### src/bf_pkg.sv
package bf_pkg;
  // timer resolution is one millisecond tick
  localparam int CLK_KHZ = 125000;
  localparam int TICK_US = 1000;
  localparam int TICK_CYC = CLK_KHZ * TICK_US / 1000;
  localparam int SUP_STEP_MS = 100;
  localparam logic [6:0] SUP_SET_MIN = 7'h01;
  localparam logic [6:0] SUP_SET_MAX = 7'h64;
  localparam int SUP_CNT_W = 14;
  localparam int UNIT_CNT_W = 16;
  localparam int N_TRIP_MAX = 4;
  localparam int N_COND = 4;
  localparam int N_SLOT = 6;
  localparam int N_SLOT4 = 3;
  localparam int EV_START_ON = 0;
  localparam int EV_START_OFF = 1;
  localparam int EV_TRIP_ON = 2;
  localparam int EV_TRIP_OFF = 3;
  typedef logic [SUP_CNT_W-1:0] sup_cnt_t;
  typedef logic [UNIT_CNT_W-1:0] unit_cnt_t;
endpackage

### src/breaker_failure_supervisor.sv
`timescale 1ns/10ps
`default_nettype none
// Overview of operation
// - backup asserts after drive outlasts operate delay
// - backup holds while drive active, then releases
// - all sources on supervised output ored
// - supervised output selectable among fitted trips
// - delay 0.1 to 10 s, 0.1 s steps
// - two identical staged units: re-trip, upstream
// - disabled unit gives no start or trip
// - start and timer run while condition active
// - block freezes timer count without clearing
// - block forces start and trip low
// - four edge events, each individually enabled
// - four condition selectors, any combination
// - conditions one to three: six stages
// - stage trip starts evaluation without delay
// - condition four: three signals, self reset
// - breaker status resets all; stage drop resets
// - zero phase / earth current resets one, two
// - monitoring enable per condition, set after reset
// - zero current has own separate thresholds
// - source counts only when stage enabled, started
module breaker_failure_supervisor #(
  parameter int N_SRC = 16,
  parameter int N_TRIP = 4,
  parameter int N_STG = 32,
  parameter int N_DI = 8,
  parameter int N_OC = 8,
  parameter int N_CB = 8,
  parameter int CUR_W = 16,
  parameter int TICK_CYCLES = bf_pkg::TICK_CYC
) (
  input wire logic clk,
  input wire logic nrst,
  input wire logic [N_SRC-1:0] sup_src,
  input wire logic [4*N_SRC-1:0] sup_route,
  input wire logic [1:0] sup_out_sel,
  input wire logic [6:0] sup_delay,
  output logic sup_backup,
  input wire logic [N_STG-1:0] stage_start,
  input wire logic [N_STG-1:0] stage_enable,
  input wire logic [N_DI-1:0] din_pin,
  input wire logic [N_OC-1:0] contact_state,
  input wire logic [N_CB-1:0] cb_status_pin,
  input wire logic [CUR_W-1:0] ph_i_a,
  input wire logic [CUR_W-1:0] ph_i_b,
  input wire logic [CUR_W-1:0] ph_i_c,
  input wire logic [CUR_W-1:0] ef_i,
  input wire logic [CUR_W-1:0] ph_zc_thr,
  input wire logic [CUR_W-1:0] ef_zc_thr,
  input wire logic first_unit_enable,
  input wire logic second_unit_enable,
  input wire logic [1:0] unit_block,
  input wire logic [7:0] unit_mon_en,
  input wire logic [2*18*$clog2(N_STG)-1:0] unit_slot_idx,
  input wire logic [35:0] unit_slot_vld,
  input wire logic [6*$clog2(N_DI+N_OC)-1:0] unit_slot4_idx,
  input wire logic [5:0] unit_slot4_vld,
  input wire logic [2*$clog2(N_CB)-1:0] unit_cb_sel,
  input wire logic [7:0] unit_rst_cb_en,
  input wire logic [5:0] unit_rst_stg_en,
  input wire logic [1:0] unit_rst_zc_ph,
  input wire logic [1:0] unit_rst_zc_ef,
  input wire logic [31:0] unit_delay,
  input wire logic [7:0] unit_ev_en,
  output logic retrip_start,
  output logic retrip_trip,
  output logic upstream_start,
  output logic upstream_trip,
  output logic [7:0] unit_event
);
  localparam int SW = $clog2(N_STG);
  localparam int N_MON = N_DI + N_OC;
  localparam int MW = $clog2(N_MON);
  localparam int CBW = $clog2(N_CB);
  localparam int TW = $clog2(TICK_CYCLES) + 1;

  // ------------------------------------------------------------
  // parameter checks
  // ------------------------------------------------------------
  if (N_TRIP < 1 || N_TRIP > bf_pkg::N_TRIP_MAX) begin : g_bad_trip
    $error("n_trip must be 1 to 4");
  end
  if (N_STG < 2 || N_STG != 2**SW) begin : g_bad_stg
    $error("n_stg must be a power of two");
  end
  if (N_MON < 2 || N_MON != 2**MW) begin : g_bad_mon
    $error("n_di plus n_oc must be a power of two");
  end
  if (N_CB < 2 || N_CB != 2**CBW) begin : g_bad_cb
    $error("n_cb must be a power of two");
  end
  if (TICK_CYCLES < 2) begin : g_bad_tick
    $error("tick_cycles must be at least 2");
  end

  logic [TW-1:0] tick_cnt_q;
  logic tick_q;
  logic [N_TRIP-1:0] drv;
  logic sup_drive;
  logic [N_DI-1:0] din_m_q, din_s_q;
  logic [N_CB-1:0] cb_m_q, cb_s_q;
  logic ph_zero_q, ef_zero_q;
  logic [N_STG-1:0] stg_act;
  logic [N_MON-1:0] mon_sig;
  logic cb_open0, cb_open1;

  // ------------------------------------------------------------
  // millisecond timebase
  // ------------------------------------------------------------
  always_ff @(posedge clk or negedge nrst) begin
    if (!nrst) begin
      tick_cnt_q <= '0;
      tick_q <= 1'b0;
    end else if (tick_cnt_q == TW'(TICK_CYCLES - 1)) begin
      tick_cnt_q <= '0;
      tick_q <= 1'b1;
    end else begin
      tick_cnt_q <= tick_cnt_q + 1'b1;
      tick_q <= 1'b0;
    end
  end

  // ------------------------------------------------------------
  // single-stage supervision of one trip output
  // ------------------------------------------------------------
  always_comb begin
    for (int k = 0; k < N_TRIP; k++) begin
      drv[k] = |(sup_src & sup_route[k*N_SRC +: N_SRC]);
    end
  end

  // an unfitted output never drives, so its supervisor stays idle
  assign sup_drive = (int'(sup_out_sel) < N_TRIP) ? drv[sup_out_sel] : 1'b0;

  bf_sup u_sup (
    .clk(clk),
    .nrst(nrst),
    .tick(tick_q),
    .drive(sup_drive),
    .delay_set(sup_delay),
    .backup_q(sup_backup)
  );

  // ------------------------------------------------------------
  // pin synchronisers
  // ------------------------------------------------------------
  always_ff @(posedge clk or negedge nrst) begin
    if (!nrst) begin
      din_m_q <= '0;
      din_s_q <= '0;
    end else begin
      din_m_q <= din_pin;
      din_s_q <= din_m_q;
    end
  end

  always_ff @(posedge clk or negedge nrst) begin
    if (!nrst) begin
      cb_m_q <= '0;
      cb_s_q <= '0;
    end else begin
      cb_m_q <= cb_status_pin;
      cb_s_q <= cb_m_q;
    end
  end

  // ------------------------------------------------------------
  // zero-current detection and shared condition inputs
  // ------------------------------------------------------------
  // independent of every stage; only measured current against threshold
  always_ff @(posedge clk or negedge nrst) begin
    if (!nrst) begin
      ph_zero_q <= 1'b0;
      ef_zero_q <= 1'b0;
    end else begin
      ph_zero_q <= (ph_i_a < ph_zc_thr) && (ph_i_b < ph_zc_thr) && (ph_i_c < ph_zc_thr);
      ef_zero_q <= ef_i < ef_zc_thr;
    end
  end

  assign stg_act = stage_start & stage_enable;
  assign mon_sig = {contact_state, din_s_q};
  assign cb_open0 = cb_s_q[unit_cb_sel[0 +: CBW]];
  assign cb_open1 = cb_s_q[unit_cb_sel[CBW +: CBW]];

  // ------------------------------------------------------------
  // staged units: re-trip and upstream backup
  // ------------------------------------------------------------
  bf_unit #(.N_STG(N_STG), .N_MON(N_MON)) u_unit0 (
    .clk(clk),
    .nrst(nrst),
    .tick(tick_q),
    .enable(first_unit_enable),
    .block(unit_block[0]),
    .stg_act(stg_act),
    .mon_sig(mon_sig),
    .cb_open(cb_open0),
    .ph_zero(ph_zero_q),
    .ef_zero(ef_zero_q),
    .mon_en(unit_mon_en[3:0]),
    .slot_idx(unit_slot_idx[0 +: 18*SW]),
    .slot_vld(unit_slot_vld[17:0]),
    .slot4_idx(unit_slot4_idx[0 +: 3*MW]),
    .slot4_vld(unit_slot4_vld[2:0]),
    .rst_cb_en(unit_rst_cb_en[3:0]),
    .rst_stg_en(unit_rst_stg_en[2:0]),
    .rst_zc_ph(unit_rst_zc_ph[0]),
    .rst_zc_ef(unit_rst_zc_ef[0]),
    .delay(unit_delay[15:0]),
    .ev_en(unit_ev_en[3:0]),
    .start_q(retrip_start),
    .trip_q(retrip_trip),
    .ev_q(unit_event[3:0])
  );

  bf_unit #(.N_STG(N_STG), .N_MON(N_MON)) u_unit1 (
    .clk(clk),
    .nrst(nrst),
    .tick(tick_q),
    .enable(second_unit_enable),
    .block(unit_block[1]),
    .stg_act(stg_act),
    .mon_sig(mon_sig),
    .cb_open(cb_open1),
    .ph_zero(ph_zero_q),
    .ef_zero(ef_zero_q),
    .mon_en(unit_mon_en[7:4]),
    .slot_idx(unit_slot_idx[18*SW +: 18*SW]),
    .slot_vld(unit_slot_vld[35:18]),
    .slot4_idx(unit_slot4_idx[3*MW +: 3*MW]),
    .slot4_vld(unit_slot4_vld[5:3]),
    .rst_cb_en(unit_rst_cb_en[7:4]),
    .rst_stg_en(unit_rst_stg_en[5:3]),
    .rst_zc_ph(unit_rst_zc_ph[1]),
    .rst_zc_ef(unit_rst_zc_ef[1]),
    .delay(unit_delay[31:16]),
    .ev_en(unit_ev_en[7:4]),
    .start_q(upstream_start),
    .trip_q(upstream_trip),
    .ev_q(unit_event[7:4])
  );

  // ------------------------------------------------------------
  // assertions
  // ------------------------------------------------------------
  a_backup_drive: assert property (@(posedge clk) disable iff (!nrst)
    sup_backup |-> $past(sup_drive))
    else $error("backup without drive");

  a_backup_release: assert property (@(posedge clk) disable iff (!nrst)
    !sup_drive |=> !sup_backup)
    else $error("backup held after drive reset");

  a_backup_delay: assert property (@(posedge clk) disable iff (!nrst)
    $rose(sup_backup) |-> $past(u_sup.cnt_q) >= $past(u_sup.lim))
    else $error("backup before operate delay");

  a_sup_or_sources: assert property (@(posedge clk) disable iff (!nrst)
    (int'(sup_out_sel) < N_TRIP) && |(sup_src & sup_route[sup_out_sel*N_SRC +: N_SRC])
    |-> sup_drive)
    else $error("routed source not supervised");

  a_unit_off_quiet: assert property (@(posedge clk) disable iff (!nrst)
    !first_unit_enable |=> !retrip_start && !retrip_trip)
    else $error("disabled unit drives output");

  a_block_quiet: assert property (@(posedge clk) disable iff (!nrst)
    unit_block[0] |=> !retrip_start && !retrip_trip)
    else $error("blocked unit drives output");

  a_block_freeze: assert property (@(posedge clk) disable iff (!nrst)
    $past(unit_block[0]) && $past(first_unit_enable)
    |-> u_unit0.cnt_q == $past(u_unit0.cnt_q))
    else $error("timer moved while blocked");

  a_trip_needs_start: assert property (@(posedge clk) disable iff (!nrst)
    retrip_trip |-> retrip_start)
    else $error("trip without start");

  a_timer_clear: assert property (@(posedge clk) disable iff (!nrst)
    $past(first_unit_enable) && !$past(unit_block[0]) && !$past(u_unit0.act)
    |-> u_unit0.cnt_q == '0 && !retrip_start)
    else $error("timer not cleared");

  a_event_start_on: assert property (@(posedge clk) disable iff (!nrst)
    $rose(retrip_start) && $past(unit_ev_en[0]) |-> unit_event[0])
    else $error("start-on event missed");

  a_event_gated: assert property (@(posedge clk) disable iff (!nrst)
    !$past(unit_ev_en[7]) |-> !unit_event[7])
    else $error("disabled event recorded");

  a_stage_gate: assert property (@(posedge clk) disable iff (!nrst)
    ((stage_start & stage_enable) == '0) && (mon_sig == '0) && (u_unit0.cond_q == '0) |=> !retrip_start)
    else $error("unit active without started stage");

  a_sup_restart: assert property (@(posedge clk) disable iff (!nrst)
    !sup_drive |=> u_sup.cnt_q == '0)
    else $error("supervision timer not restarted");

  a_sup_delay_range: assert property (@(posedge clk) disable iff (!nrst)
    u_sup.lim >= bf_pkg::sup_cnt_t'(bf_pkg::SUP_STEP_MS)
    && u_sup.lim <= bf_pkg::sup_cnt_t'(bf_pkg::SUP_SET_MAX * bf_pkg::SUP_STEP_MS))
    else $error("operate delay outside range");

  a_up_trip_start: assert property (@(posedge clk) disable iff (!nrst)
    upstream_trip |-> upstream_start)
    else $error("upstream trip without start");

  a_start_prompt: assert property (@(posedge clk) disable iff (!nrst)
    first_unit_enable && !unit_block[0] && unit_mon_en[0] && u_unit0.st[0] && !u_unit0.rst[0] |=> retrip_start)
    else $error("start not raised on stage trip");

  a_cb_reset: assert property (@(posedge clk) disable iff (!nrst)
    cb_open0 && unit_rst_cb_en[0] |=> !u_unit0.cond_q[0])
    else $error("condition kept over breaker open");

  a_stage_drop_reset: assert property (@(posedge clk) disable iff (!nrst)
    unit_rst_stg_en[0] && !u_unit0.st[0] |=> !u_unit0.cond_q[0])
    else $error("condition kept after stage drop");

  a_zero_ph_reset: assert property (@(posedge clk) disable iff (!nrst)
    unit_rst_zc_ph[0] && ph_zero_q |=> !u_unit0.cond_q[0])
    else $error("condition kept at zero current");

  a_cond4_follow: assert property (@(posedge clk) disable iff (!nrst)
    !u_unit1.st[3] |=> !u_unit1.cond_q[3])
    else $error("condition four outlived its signals");

  a_zc_threshold: assert property (@(posedge clk) disable iff (!nrst)
    ph_i_b >= ph_zc_thr |=> !ph_zero_q)
    else $error("zero current above threshold");

  a_event_trip_off: assert property (@(posedge clk) disable iff (!nrst)
    $fell(retrip_trip) && $past(unit_ev_en[3]) |-> unit_event[3])
    else $error("trip-off event missed");

  a_unit_off_timer: assert property (@(posedge clk) disable iff (!nrst)
    !first_unit_enable |=> u_unit0.cnt_q == '0)
    else $error("disabled unit timer running");

  a_mon_disable: assert property (@(posedge clk) disable iff (!nrst)
    !unit_mon_en[0] && !u_unit0.cond_q[0] |=> !u_unit0.cond_q[0])
    else $error("unmonitored condition latched");
endmodule
`default_nettype wire

### src/bf_sup.sv
`timescale 1ns/10ps
`default_nettype none
module bf_sup (
  input wire logic clk,
  input wire logic nrst,
  input wire logic tick,
  input wire logic drive,
  input wire logic [6:0] delay_set,
  output logic backup_q
);
  bf_pkg::sup_cnt_t cnt_q;
  bf_pkg::sup_cnt_t lim;

  // out-of-range settings are pulled to the nearest legal step
  function automatic logic [6:0] clamp_set(input logic [6:0] s);
    if (s < bf_pkg::SUP_SET_MIN) return bf_pkg::SUP_SET_MIN;
    if (s > bf_pkg::SUP_SET_MAX) return bf_pkg::SUP_SET_MAX;
    return s;
  endfunction

  assign lim = bf_pkg::sup_cnt_t'(clamp_set(delay_set) * bf_pkg::SUP_STEP_MS);

  always_ff @(posedge clk or negedge nrst) begin
    if (!nrst) begin
      cnt_q <= '0;
    end else if (!drive) begin
      cnt_q <= '0;
    end else if (tick && cnt_q < lim) begin
      cnt_q <= cnt_q + 1'b1;
    end
  end

  always_ff @(posedge clk or negedge nrst) begin
    if (!nrst) begin
      backup_q <= 1'b0;
    end else begin
      backup_q <= drive && (cnt_q >= lim);
    end
  end
endmodule
`default_nettype wire

### src/bf_unit.sv
`timescale 1ns/10ps
`default_nettype none
module bf_unit #(
  parameter int N_STG = 32,
  parameter int N_MON = 16
) (
  input wire logic clk,
  input wire logic nrst,
  input wire logic tick,
  input wire logic enable,
  input wire logic block,
  input wire logic [N_STG-1:0] stg_act,
  input wire logic [N_MON-1:0] mon_sig,
  input wire logic cb_open,
  input wire logic ph_zero,
  input wire logic ef_zero,
  input wire logic [3:0] mon_en,
  input wire logic [3*6*$clog2(N_STG)-1:0] slot_idx,
  input wire logic [17:0] slot_vld,
  input wire logic [3*$clog2(N_MON)-1:0] slot4_idx,
  input wire logic [2:0] slot4_vld,
  input wire logic [3:0] rst_cb_en,
  input wire logic [2:0] rst_stg_en,
  input wire logic rst_zc_ph,
  input wire logic rst_zc_ef,
  input wire logic [15:0] delay,
  input wire logic [3:0] ev_en,
  output logic start_q,
  output logic trip_q,
  output logic [3:0] ev_q
);
  localparam int SW = $clog2(N_STG);
  localparam int MW = $clog2(N_MON);
  localparam int SL = bf_pkg::N_SLOT;
  logic [3:0] st, rst, cond_q, cond_d;
  logic act, start_d, trip_d;
  bf_pkg::unit_cnt_t cnt_q;

  function automatic logic any_stg(input logic [N_STG-1:0] v,
      input logic [SL*SW-1:0] idx, input logic [SL-1:0] vld);
    logic r;
    r = 1'b0;
    for (int k = 0; k < SL; k++) begin
      r = r | (vld[k] & v[idx[k*SW +: SW]]);
    end
    return r;
  endfunction

  always_comb begin
    st = '0;
    rst = '0;
    for (int c = 0; c < 3; c++) begin
      st[c] = any_stg(stg_act, slot_idx[c*SL*SW +: SL*SW], slot_vld[c*SL +: SL]);
      rst[c] = (rst_cb_en[c] & cb_open) | (rst_stg_en[c] & ~st[c]);
    end
    for (int k = 0; k < bf_pkg::N_SLOT4; k++) begin
      st[3] = st[3] | (slot4_vld[k] & mon_sig[slot4_idx[k*MW +: MW]]);
    end
    rst[0] = rst[0] | (rst_zc_ph & ph_zero);
    rst[1] = rst[1] | (rst_zc_ef & ef_zero);
    rst[3] = (rst_cb_en[3] & cb_open) | ~st[3];
  end

  // conditions one to three latch so a stage that drops early still waits for cb or current
  assign cond_d = (cond_q | (st & mon_en)) & ~rst & {4{enable}};
  assign act = |cond_d;
  assign start_d = enable & act & ~block;
  assign trip_d = start_d && (cnt_q >= delay);

  always_ff @(posedge clk or negedge nrst) begin
    if (!nrst) begin
      cond_q <= '0;
    end else begin
      cond_q <= cond_d;
    end
  end

  always_ff @(posedge clk or negedge nrst) begin
    if (!nrst) begin
      cnt_q <= '0;
    end else if (!enable || (!act && !block)) begin
      cnt_q <= '0;
    end else if (!block && tick && cnt_q != '1) begin
      cnt_q <= cnt_q + 1'b1;
    end
  end

  always_ff @(posedge clk or negedge nrst) begin
    if (!nrst) begin
      start_q <= 1'b0;
      trip_q <= 1'b0;
      ev_q <= '0;
    end else begin
      start_q <= start_d;
      trip_q <= trip_d;
      ev_q[bf_pkg::EV_START_ON] <= ev_en[bf_pkg::EV_START_ON] & start_d & ~start_q;
      ev_q[bf_pkg::EV_START_OFF] <= ev_en[bf_pkg::EV_START_OFF] & ~start_d & start_q;
      ev_q[bf_pkg::EV_TRIP_ON] <= ev_en[bf_pkg::EV_TRIP_ON] & trip_d & ~trip_q;
      ev_q[bf_pkg::EV_TRIP_OFF] <= ev_en[bf_pkg::EV_TRIP_OFF] & ~trip_d & trip_q;
    end
  end
endmodule
`default_nettype wire

### config.mk
export PLATFORM = sky130hd
export DESIGN_NAME = breaker_failure_supervisor
export DESIGN_NICKNAME = d
export VERILOG_FILES = /design/src/bf_pkg.sv /design/src/breaker_failure_supervisor.sv /design/src/bf_sup.sv /design/src/bf_unit.sv
export SDC_FILE = /design/constraint.sdc
export NUM_CORES = 1
export LEC_CHECK = 0
export BUFFER_PORTS_ARGS = -buffer_cell sky130_fd_sc_hd__buf_2
export CELL_PAD_IN_SITES_DETAIL_PLACEMENT = 0
export CELL_PAD_IN_SITES_GLOBAL_PLACEMENT = 2
export CORE_MARGIN = 4
export CORE_UTILIZATION = 31
export DETAILED_ROUTE_END_ITERATION = 7
export GPL_ROUTABILITY_DRIVEN = 1
export PLACE_DENSITY = 0.91
export SLEW_MARGIN = 0
export SYNTH_ARGS = -nofsm -noshare
export SYNTH_HDL_FRONTEND = slang
export SYNTH_SLANG_ARGS = --single-unit
### constraint.sdc
create_clock -name clk -period 3.4 [get_ports clk]
set_input_delay 0.17 -clock clk [delete_from_list [all_inputs] [get_ports clk]]
set_output_delay 0.17 -clock clk [all_outputs]
set_load 0.05 [all_outputs]
======== Word level (Yosys, flattened, before mapping) ========
Index checks and enable logic that the tools add are counted.
storage, ports and cells
  output and inout bits ................... 13
  input bits .............................. 597
  word-level logic and storage cells ...... 376
  flip-flop bits (word level) ............. 120
cells by class
  multipliers ............................. 1
  reduce and logical (&&, ||, !) cells .... 28
  bitwise operators ....................... 159
  equality and inequality tests ........... 4
  $lt $le $gt $ge ......................... 55
  muxes and demuxes ....................... 105
  add/sub/neg operators ................... 4
operator list
  operator               count
  $lt 5x6->1 const B     36
  $bmux 1 s5             36
  $and 1x1->1            80
  $and 16x16->16         4
  $lt 16x16->1           4
  $mux 16                4
  $reduce_or 16->1       4
  $mux 1                 49
  $or 1x1->1             46
  $add 16x1->16 const B  2
  $and 32x32->32         1
  $ge 16x16->1           2
  $ne 16x16->1 const B   2
  $lt 4x5->1 const B     6
  $mux 14                2
  $mux 7                 4
  $and 4x4->4            6
  $bmux 1 s4             6
  $add 18x1->18 const B  1
  $eq 18x17->1 const B   1
  $mux 18                1
  $not 1->1              18
  $add 14x1->14 const B  1
  $ge 14x14->1           1
  16 further kinds       39

======== Longest topological paths before layout ========
Gate-level depths: netlist of the first run.
  depth after elaboration ................. 23
  depth in mapped cells ................... 25
  depth with buffers taken out ............ 24

======== Modules after synthesis ========
A second synthesis of the first run with hierarchy kept.
unflattened totals
  cells, all modules ...................... 1822
  area, all modules ....................... 19520.0 µm²
modules (own cells, without submodules)
  module                      sequential area each (µm²)  cells each  times used  area an instance (µm²)
  bf_unit at u_unit0          650.6                       681         1           7235.7
  bf_unit at u_unit1          650.6                       578         1           6849.1
  breaker_failure_supervisor  1326.3                      370         1           3724.8
  bf_sup                      375.4                       193         1           1710.4

======== Worst setup path before layout of the first run ========
OpenSTA, ideal clock, no wires.
  kind .................................... input -> register
  start point ............................. in sup_delay[4]
  end point ............................... reg u_sup.cnt_q[9]
  arrival ................................. 4.398 ns
  stages on the path ...................... 24
  path buffers ............................ 1
  library setup time ...................... 0.132 ns
  path slack .............................. -1.130 ns
  cells stage by stage .................... nor3_1 -> a21oi_1 -> o21ai_0 -> ha_1 -> ha_1 -> inv_1 -> fa_1 -> inv_1 -> ha_1 -> a21oi_1 -> o21bai_1 -> a21oi_1 -> o21bai_1 -> a21oi_1 -> xor2_1 -> ha_1 -> nand4_1 -> nor2_1 -> a221o_1 -> a31oi_1 -> clkbuf_1 -> nand3_1 -> xor2_1 -> nor2_1
between the ends
  cells in the longest elaborated chain, start to end .. 9
ends and longest elaborated chain
  item                    line                              source
  start: declaration      breaker_failure_supervisor.sv:39  input wire logic [6:0] sup_delay,
  $gt 7x7->1              bf_sup.sv:17                      if (s > bf_pkg::SUP_SET_MAX) return bf_pkg::SUP_SET_MAX;
  $mux 1 (2 in a row)     bf_sup.sv:17
  $mux 7                  bf_sup.sv:18                      return s;
  $mux 7 *                bf_sup.sv:17
  $mul 7x5->12 *          bf_sup.sv:21                      assign lim = bf_pkg::sup_cnt_t'(clamp_set(delay_set) * bf_pkg::SUP_STEP_MS);
  $lt 14x14->1 *          bf_sup.sv:28                      end else if (tick && cnt_q < lim) begin
  $logic_and 1x1->1 *     bf_sup.sv:28
  $ne 2x2->1 (no line) *  n/a
  end signal: assignment  bf_sup.sv:29                      cnt_q <= cnt_q + 1'b1;
  end: declaration        bf_sup.sv:11                      bf_pkg::sup_cnt_t cnt_q;
Every way passes the cells marked *; elsewhere a longest branch is shown, timed or not. The select of a mux whose other input is x is not followed.
A chain may end at the register's enable or synchronous reset.

======== Final worst setup path of the first run ========
  start point ............................. in sup_delay[3]
  end point ............................... reg u_sup.cnt_q[12]
Same word-level chain as after synthesis.

==> results of run 1 <==
worst max-delay path, delay by kind of cell:
kind            cells  cell delay, ps
buf+inv             3             440
fa+ha+maj           5            1280
simple gates        5             510
compound gates      9            1520
xor+xnor            2             360
cells by family (layout without fill, tap and decap cells):
logic type / Yosys count / in the layout / synth area share
compound gates: 595 / 595 / 0.199
xor+xnor: 66 / 66 / 0.0276
other cells: 0 / 28 / 0
buf+inv: 392 / 1046 / 0.0731
simple gates: 887 / 887 / 0.225
mux: 275 / 275 / 0.251
fa+ha+maj: 136 / 136 / 0.0818
flops: 120 / 120 / 0.143
worst min-delay path by stage:
stage	endpoint	startpoint	slack, ps	cells past startpoint
after floorplan	cb_m_q[0]	nrst	-130	0
after global placement	cb_m_q[1]	cb_status_pin[1]	280	1
after detailed placement	din_m_q[2]	din_pin[2]	280	1
after CTS	u_unit0.cond_q[0]	unit_rst_cb_en[0]	3	4
after global routing	u_unit1.start_q	unit_block[1]	40	2
final	u_unit0.cond_q[0]	unit_rst_cb_en[0]	30	4
per-stage QoR:
step / util / setup slack (ps) / total power, mW
2_1_floorplan: - / -717 / 3.14
3_3_place_gp: 0.390 / -987 / 4.61
3_5_place_dp: 0.390 / -1080 / 4.62
4_1_cts: 0.403 / -565 / 6.45
5_1_grt: 0.407 / -799 / 6.84
6_report: 0.407 / -562 / 6.54
registers in the layout, summed over array words and instances (netlist names), 4 cells and up:
register and count:
tick_cnt_q 18, u_unit0.cnt_q 16, u_unit1.cnt_q 16, u_sup.cnt_q 14
cb_m_q 8, cb_s_q 8, din_m_q 8, din_s_q 8
u_unit0.cond_q 4, u_unit0.ev_q 4, u_unit1.cond_q 4, u_unit1.ev_q 4
cells in the final DEF (no fill, tap or decap), drive strengths merged, types with 24 or more instances in the layout:
cell type and n:
and3 26, nor4 36, a21o 41, mux2i 71, nor2b 29, nand3 195, xnor2 29, and2 56
nand2b 30, nor2 142, buf 836, nand4 47, a22oi 24, dfrtp 120, a2111oi 29, o21ai 111
ha 134, diode 28, nand2 157, a21oi 109, nor3 61, o2111ai 42, o211ai 49, xor2 37
mux4 196, nand3b 31, dlygate4sd3 25, inv 158
report_power, final:
part           internal (mW)  leakage [nW]  switching, mW
clock network           1.04         0.270          0.722
logic                   1.42          10.4           1.85
registers               1.47          1.58         0.0361
total                   3.93          12.2           2.61
per-layer routing:
metal | vias to the layer above | global-route usage | share of wire
met4 | 28 | 0.202 | 0.085
met1 | 12000 | 0.358 | 0.35
li1 | 10900 | - | -
met5 | - | 0 | 0.0016
met3 | 645 | 0.106 | 0.14
met2 | 2132 | 0.469 | 0.43
cell type report:
| class | instances | area (um^2) | area share |
|---|---|---|---|
| multi-input combinational | 1959 | 16700 | 0.610 |
| timing repair buffer | 862 | 5330 | 0.195 |
| sequential | 120 | 3000 | 0.110 |
| tap | 873 | 1090 | 0.0400 |
| inverter | 152 | 571 | 0.0209 |
| clock buffer | 18 | 439 | 0.0161 |
| clock inverter | 14 | 139 | 0.00508 |
| antenna | 28 | 70.1 | 0.00257 |
timing repair:
item,4_1_cts,5_1_grt
resized for setup,10,31
buffers inserted,1,2
gates cloned,0,1
hold endpoints to repair,144,0
hold buffers,25,0
pin swaps,2,23
endpoints found under the setup margin,15,15
==> flow_summary.toml, run 1 <==
[detailed_routing]
ant_nets = 0
num_vias = 25700
drc = 4
routed_wl_um = 115000
routed_via_density = 6.39
dr.first_iter.drc_count = 3444
wl_per_cell_um = 28.5
dr.pass1.iters = 8

[finish]
area_growth_pct = 30.2
finish.net_count = 3845
final_cell_count_no_fill = 4026
layout-drive-gt1-share = 0.361
design_area_um2 = 27300
final.fill_count = 6776

[worst_setup_path]
r2r-start = "u_unit0.cond_q[1]"
critical_path.slowest_cell = "a221o_1"
crit_fanout = 7
reg2reg_depth = 11
regToRegSetupSlack_ps = 280
crit_type = "in2reg"
arrival_ps = 4260
crit_path_max_incr_delay_ps = 330
cp_cell_sequence = "buf_8 -> nor3_4 -> o21ai_1 -> inv_1 -> ha_4 -> ha_4 -> ha_4 -> ha_1 -> a21o_1 -> a21oi_4 -> o21bai_1 -> a21oi_2 -> o21bai_1 -> a21oi_1 -> xor2_1 -> ha_1 -> nand4_1 -> nor2_2 -> a221o_1 -> a31oi_4 -> clkbuf_16 -> nand3_2 -> xor2_1 -> nor2_1"
endpoint = "u_sup.cnt_q[12]"
path_common_cell = "ha_4"
crit_start = "sup_delay[3]"
r2r-end = "u_unit0.cnt_q[10]"
cp-end-kind = "flip-flop"
critPathLaunchType = "primary input"
worstPathRequired_ps = 3700

[sta]
hold_viol = 0
period_needed_ps = 3960
setup_viol_count_final = 15
finalCritPeriodShare = 1.17
clock.fmax_mhz = 252
skew_ps = 10.3
slew_violations = 0
max_slew_margin = 0.398
fin_ws_ps = -562
holdWs_ps = 27.7
tightest_slew_ps = 880
fin_setup_tns_ps = -7550
rsz0062_at_grt = "true"

[yosys]
synth_edf_count = 0
netlist.area_leader.share = 0.199
synth_nets = 3204
yosys_warnings = 0
ys_seq_area_frac = 0.143
synthTopCellsByCount = "clkbuf_1, nand3_1, mux4_2"
yosys.area.top_type = "mux4_2"
synth-seq-cells = 120
synth_area_leaders = "mux4_2, dfrtp_1, ha_1, nand3_1, clkbuf_1"
syn_inst = 2471
syn_area_um2 = 21000
synthFlopType = "dfrtp_1"
syn_area_per_cell_um2 = 8.49
synth_cell_type_count = 86
yosysMostFrequentCell = "clkbuf_1"
synthArstFlopShare = 1.00

[pwr]
vdd_drop_max_uv = 223
power_leakage_nw = 12.2
power_density_nw_per_um2 = 239

[clocking]
clk_latency_ps = 420
cts_max_level = 4
cts_root_buf = "clkbuf_16"
path_clk_slew_ps = 70
cts.sinks = 120
cts_buffer_depth = 2
cts_buffers = 17
cts_tree = "yes"

[place]
portBuffers = 609
placed_cells = 3937
place_area_um2 = 26200
dpl.hpwl_um = 90500
place_congestion = 1.10

[die]
core_um2 = 67200
start_util = 0.312
die_h_um = 268
die-width_um = 268
die-area_um2 = 71900
row_count = 95
ioPinCount = 610

[run_status]
violations = "design-rule violations, negative setup slack"
outcome = "finished with violations"

[flow_run]
maxCapViolations = 0

[grt]
grt_max_degree = 121
grtUsageTotal = 0.304
grt_pass1_wl_um = 163000
grt_pass1_vias = 24900
antenna_found_initial = 46
overflow = 0

[hold_path]
hp-class = "in2reg"
Power figures use the tool's default switching activity.
==> run 2, diff against run 1 <==
--- a/config.mk
+++ b/config.mk
@@ -8,7 +8,7 @@
 export BUFFER_PORTS_ARGS = -buffer_cell sky130_fd_sc_hd__buf_2
 export CELL_PAD_IN_SITES_DETAIL_PLACEMENT = 0
 export CELL_PAD_IN_SITES_GLOBAL_PLACEMENT = 2
-export CORE_MARGIN = 4
+export CORE_MARGIN = 1
 export CORE_UTILIZATION = 31
 export DETAILED_ROUTE_END_ITERATION = 7
 export GPL_ROUTABILITY_DRIVEN = 1
==> run 2 against run 1 <==
Flip-flop and latch count unchanged. Global-route usage grew 2.1 points. The run ends with negative setup slack left. Routed wire length up 0.85%. Non-clock buffer count up 28. Fmax shrank 0.84%.
==> flow_summary.toml, run 2 (synthesized netlist as in run 1, its figures left out) <==
[run_status]
outcome = "finished with violations"
violations = "negative setup slack"

[clocking]
cts_buffers = 17
cts_buffer_depth = 2
cts_max_level = 4
cts.sinks = 120
cts_root_buf = "clkbuf_16"
path_clk_slew_ps = 60
cts_tree = "yes"
clk_latency_ps = 420

[sta]
rsz0062_at_grt = "true"
fin_setup_tns_ps = -7890
max_slew_margin = 0.350
finalCritPeriodShare = 1.18
fin_ws_ps = -596
clock.fmax_mhz = 250
period_needed_ps = 4000
slew_violations = 0
setup_viol_count_final = 15
tightest_slew_ps = 974
skew_ps = 16.2
holdWs_ps = 26.7
hold_viol = 0

[grt]
grt_pass1_wl_um = 164000
grt_max_degree = 77
antenna_found_initial = 28
grt_pass1_vias = 24400
overflow = 0
grtUsageTotal = 0.325

[die]
die_h_um = 262
core_um2 = 67000
ioPinCount = 610
die-width_um = 262
die-area_um2 = 68700
row_count = 95
start_util = 0.313

[finish]
final_common_cell = "buf_2"
area_growth_pct = 31.0
mostFrequentLayoutCells = "buf_2, buf_4, nand3_1"
design_area_um2 = 27500
largest_reg_flops = 18
regMostFlops = "tick_cnt_q"
top_regs = "tick_cnt_q x18, u_unit0.cnt_q x16, u_unit1.cnt_q x16"
finish.net_count = 3873
layout-drive-gt1-share = 0.366
utilization = 0.410

[detailed_routing]
dr.pass1.iters = 6
routed_via_density = 6.30
dr.first_iter.drc_count = 3169
ant_nets = 0
routed_wl_um = 116000
num_vias = 25500
top_layer = "met5"
wl_met3_um = 13600
wl_per_cell_um = 28.6
drt-met1-wl_um = 41900
drc = 0
wl_met2_um = 52000

[place]
pre_cts_ws_ps = -1040
portBuffers = 609
dpl.hpwl_um = 91900
place_area_um2 = 26300
place_congestion = 1.05

[hold_path]
hold_depth = 2
hp-class = "in2reg"

[worst_setup_path]
arrival_ps = 4300
crit_type = "in2reg"
critPathLaunchType = "primary input"
worstPathRequired_ps = 3700
crit_fanout = 8
cp-end-kind = "flip-flop"
reg2reg_depth = 10

[pwr]
power_leakage_nw = 12.4
power_density_nw_per_um2 = 241
vdd_drop_max_uv = 259

[flow_run]
maxCapViolations = 0
## run 2: cell types whose count changed in the layout (fill, tap and decap cells not counted), moves of 3 or more
cell and change:
nand2_4 -3, diode_2 -8, buf_4 +26, clkinv_4 +4, nor2_2 +3, clkinvlp_4 -4
## run 2: area by class of cell
class | count | area, um^2
Multi-Input combinational cell | 1959 | 16600
Fill cell | 6938 | 39600
Inverter | 152 | 571
Clock inverter | 13 | 135
Timing Repair Buffer | 890 | 5550
Antenna cell | 20 | 50.0
Sequential cell | 120 | 3000
Tap cell | 873 | 1090
Clock buffer | 19 | 453
## run 2: stage by stage
| stage | cells | power [mW] |
|---|---|---|
| after floorplan | 2471 | 3.14 |
| after global routing | 4038 | 6.90 |
| after global placement | 3958 | 4.65 |
| after detailed placement | 3958 | 4.66 |
| after CTS | 4020 | 6.53 |
| final | 4046 | 6.62 |
## run 2: path summary, 6_finish.rpt
path / end / start / slack, ps
max: u_sup.cnt_q[0] / sup_delay[3] / -600
min: u_unit0.ev_q[2] / unit_ev_en[2] / 30
max reg2reg: u_unit0.cnt_q[11] / u_unit0.cond_q[1] / 150
min reg2reg: cb_s_q[6] / cb_m_q[6] / 350
max in group asynchronous: u_sup.cnt_q[11] / nrst / 1980
min in group asynchronous: cb_s_q[2] / nrst / 480
## run 2: worst max-delay path, stage by stage
cell and delay, ps:
buf_8 110, nor2_4 90, nor2_2 50, nor2_2 130
inv_2 70, ha_4 250, ha_4 260, inv_2 40
fa_1 510, inv_2 50, ha_4 250, a21oi_1 140
o21bai_1 100, a21o_1 190, a21oi_1 170, xor2_1 220
ha_1 290, nand4_1 120, nor2_2 50, a221o_1 330
a31oi_4 210, buf_12 160, buf_6 100, nand2_4 40
xnor2_2 150, nor2_1 60
## run 2: power by group
part / total (mW) / switching (mW) / internal (mW)
clock: 1.80 / 0.731 / 1.07
sequential: 1.50 / 0.0355 / 1.47
combinational: 3.32 / 1.88 / 1.44
## run 2: timing repair
action / 4_1_cts / 5_1_grt
pin swaps: 17 / 31
gates cloned: 1 / 0
endpoints found under the setup margin: 15 / 35
hold endpoints to repair: 96 / 0
setup buffers: 5 / 7
gates resized for setup: 20 / 18
hold buffers: 24 / 0
## run 2: routing by layer
metal | track usage | vias up
li1 | - | 11000
met1 | 0.394 | 12200
met2 | 0.510 | 1821
met3 | 0.0923 | 478
met4 | 0.198 | 22
met5 | 0 | -
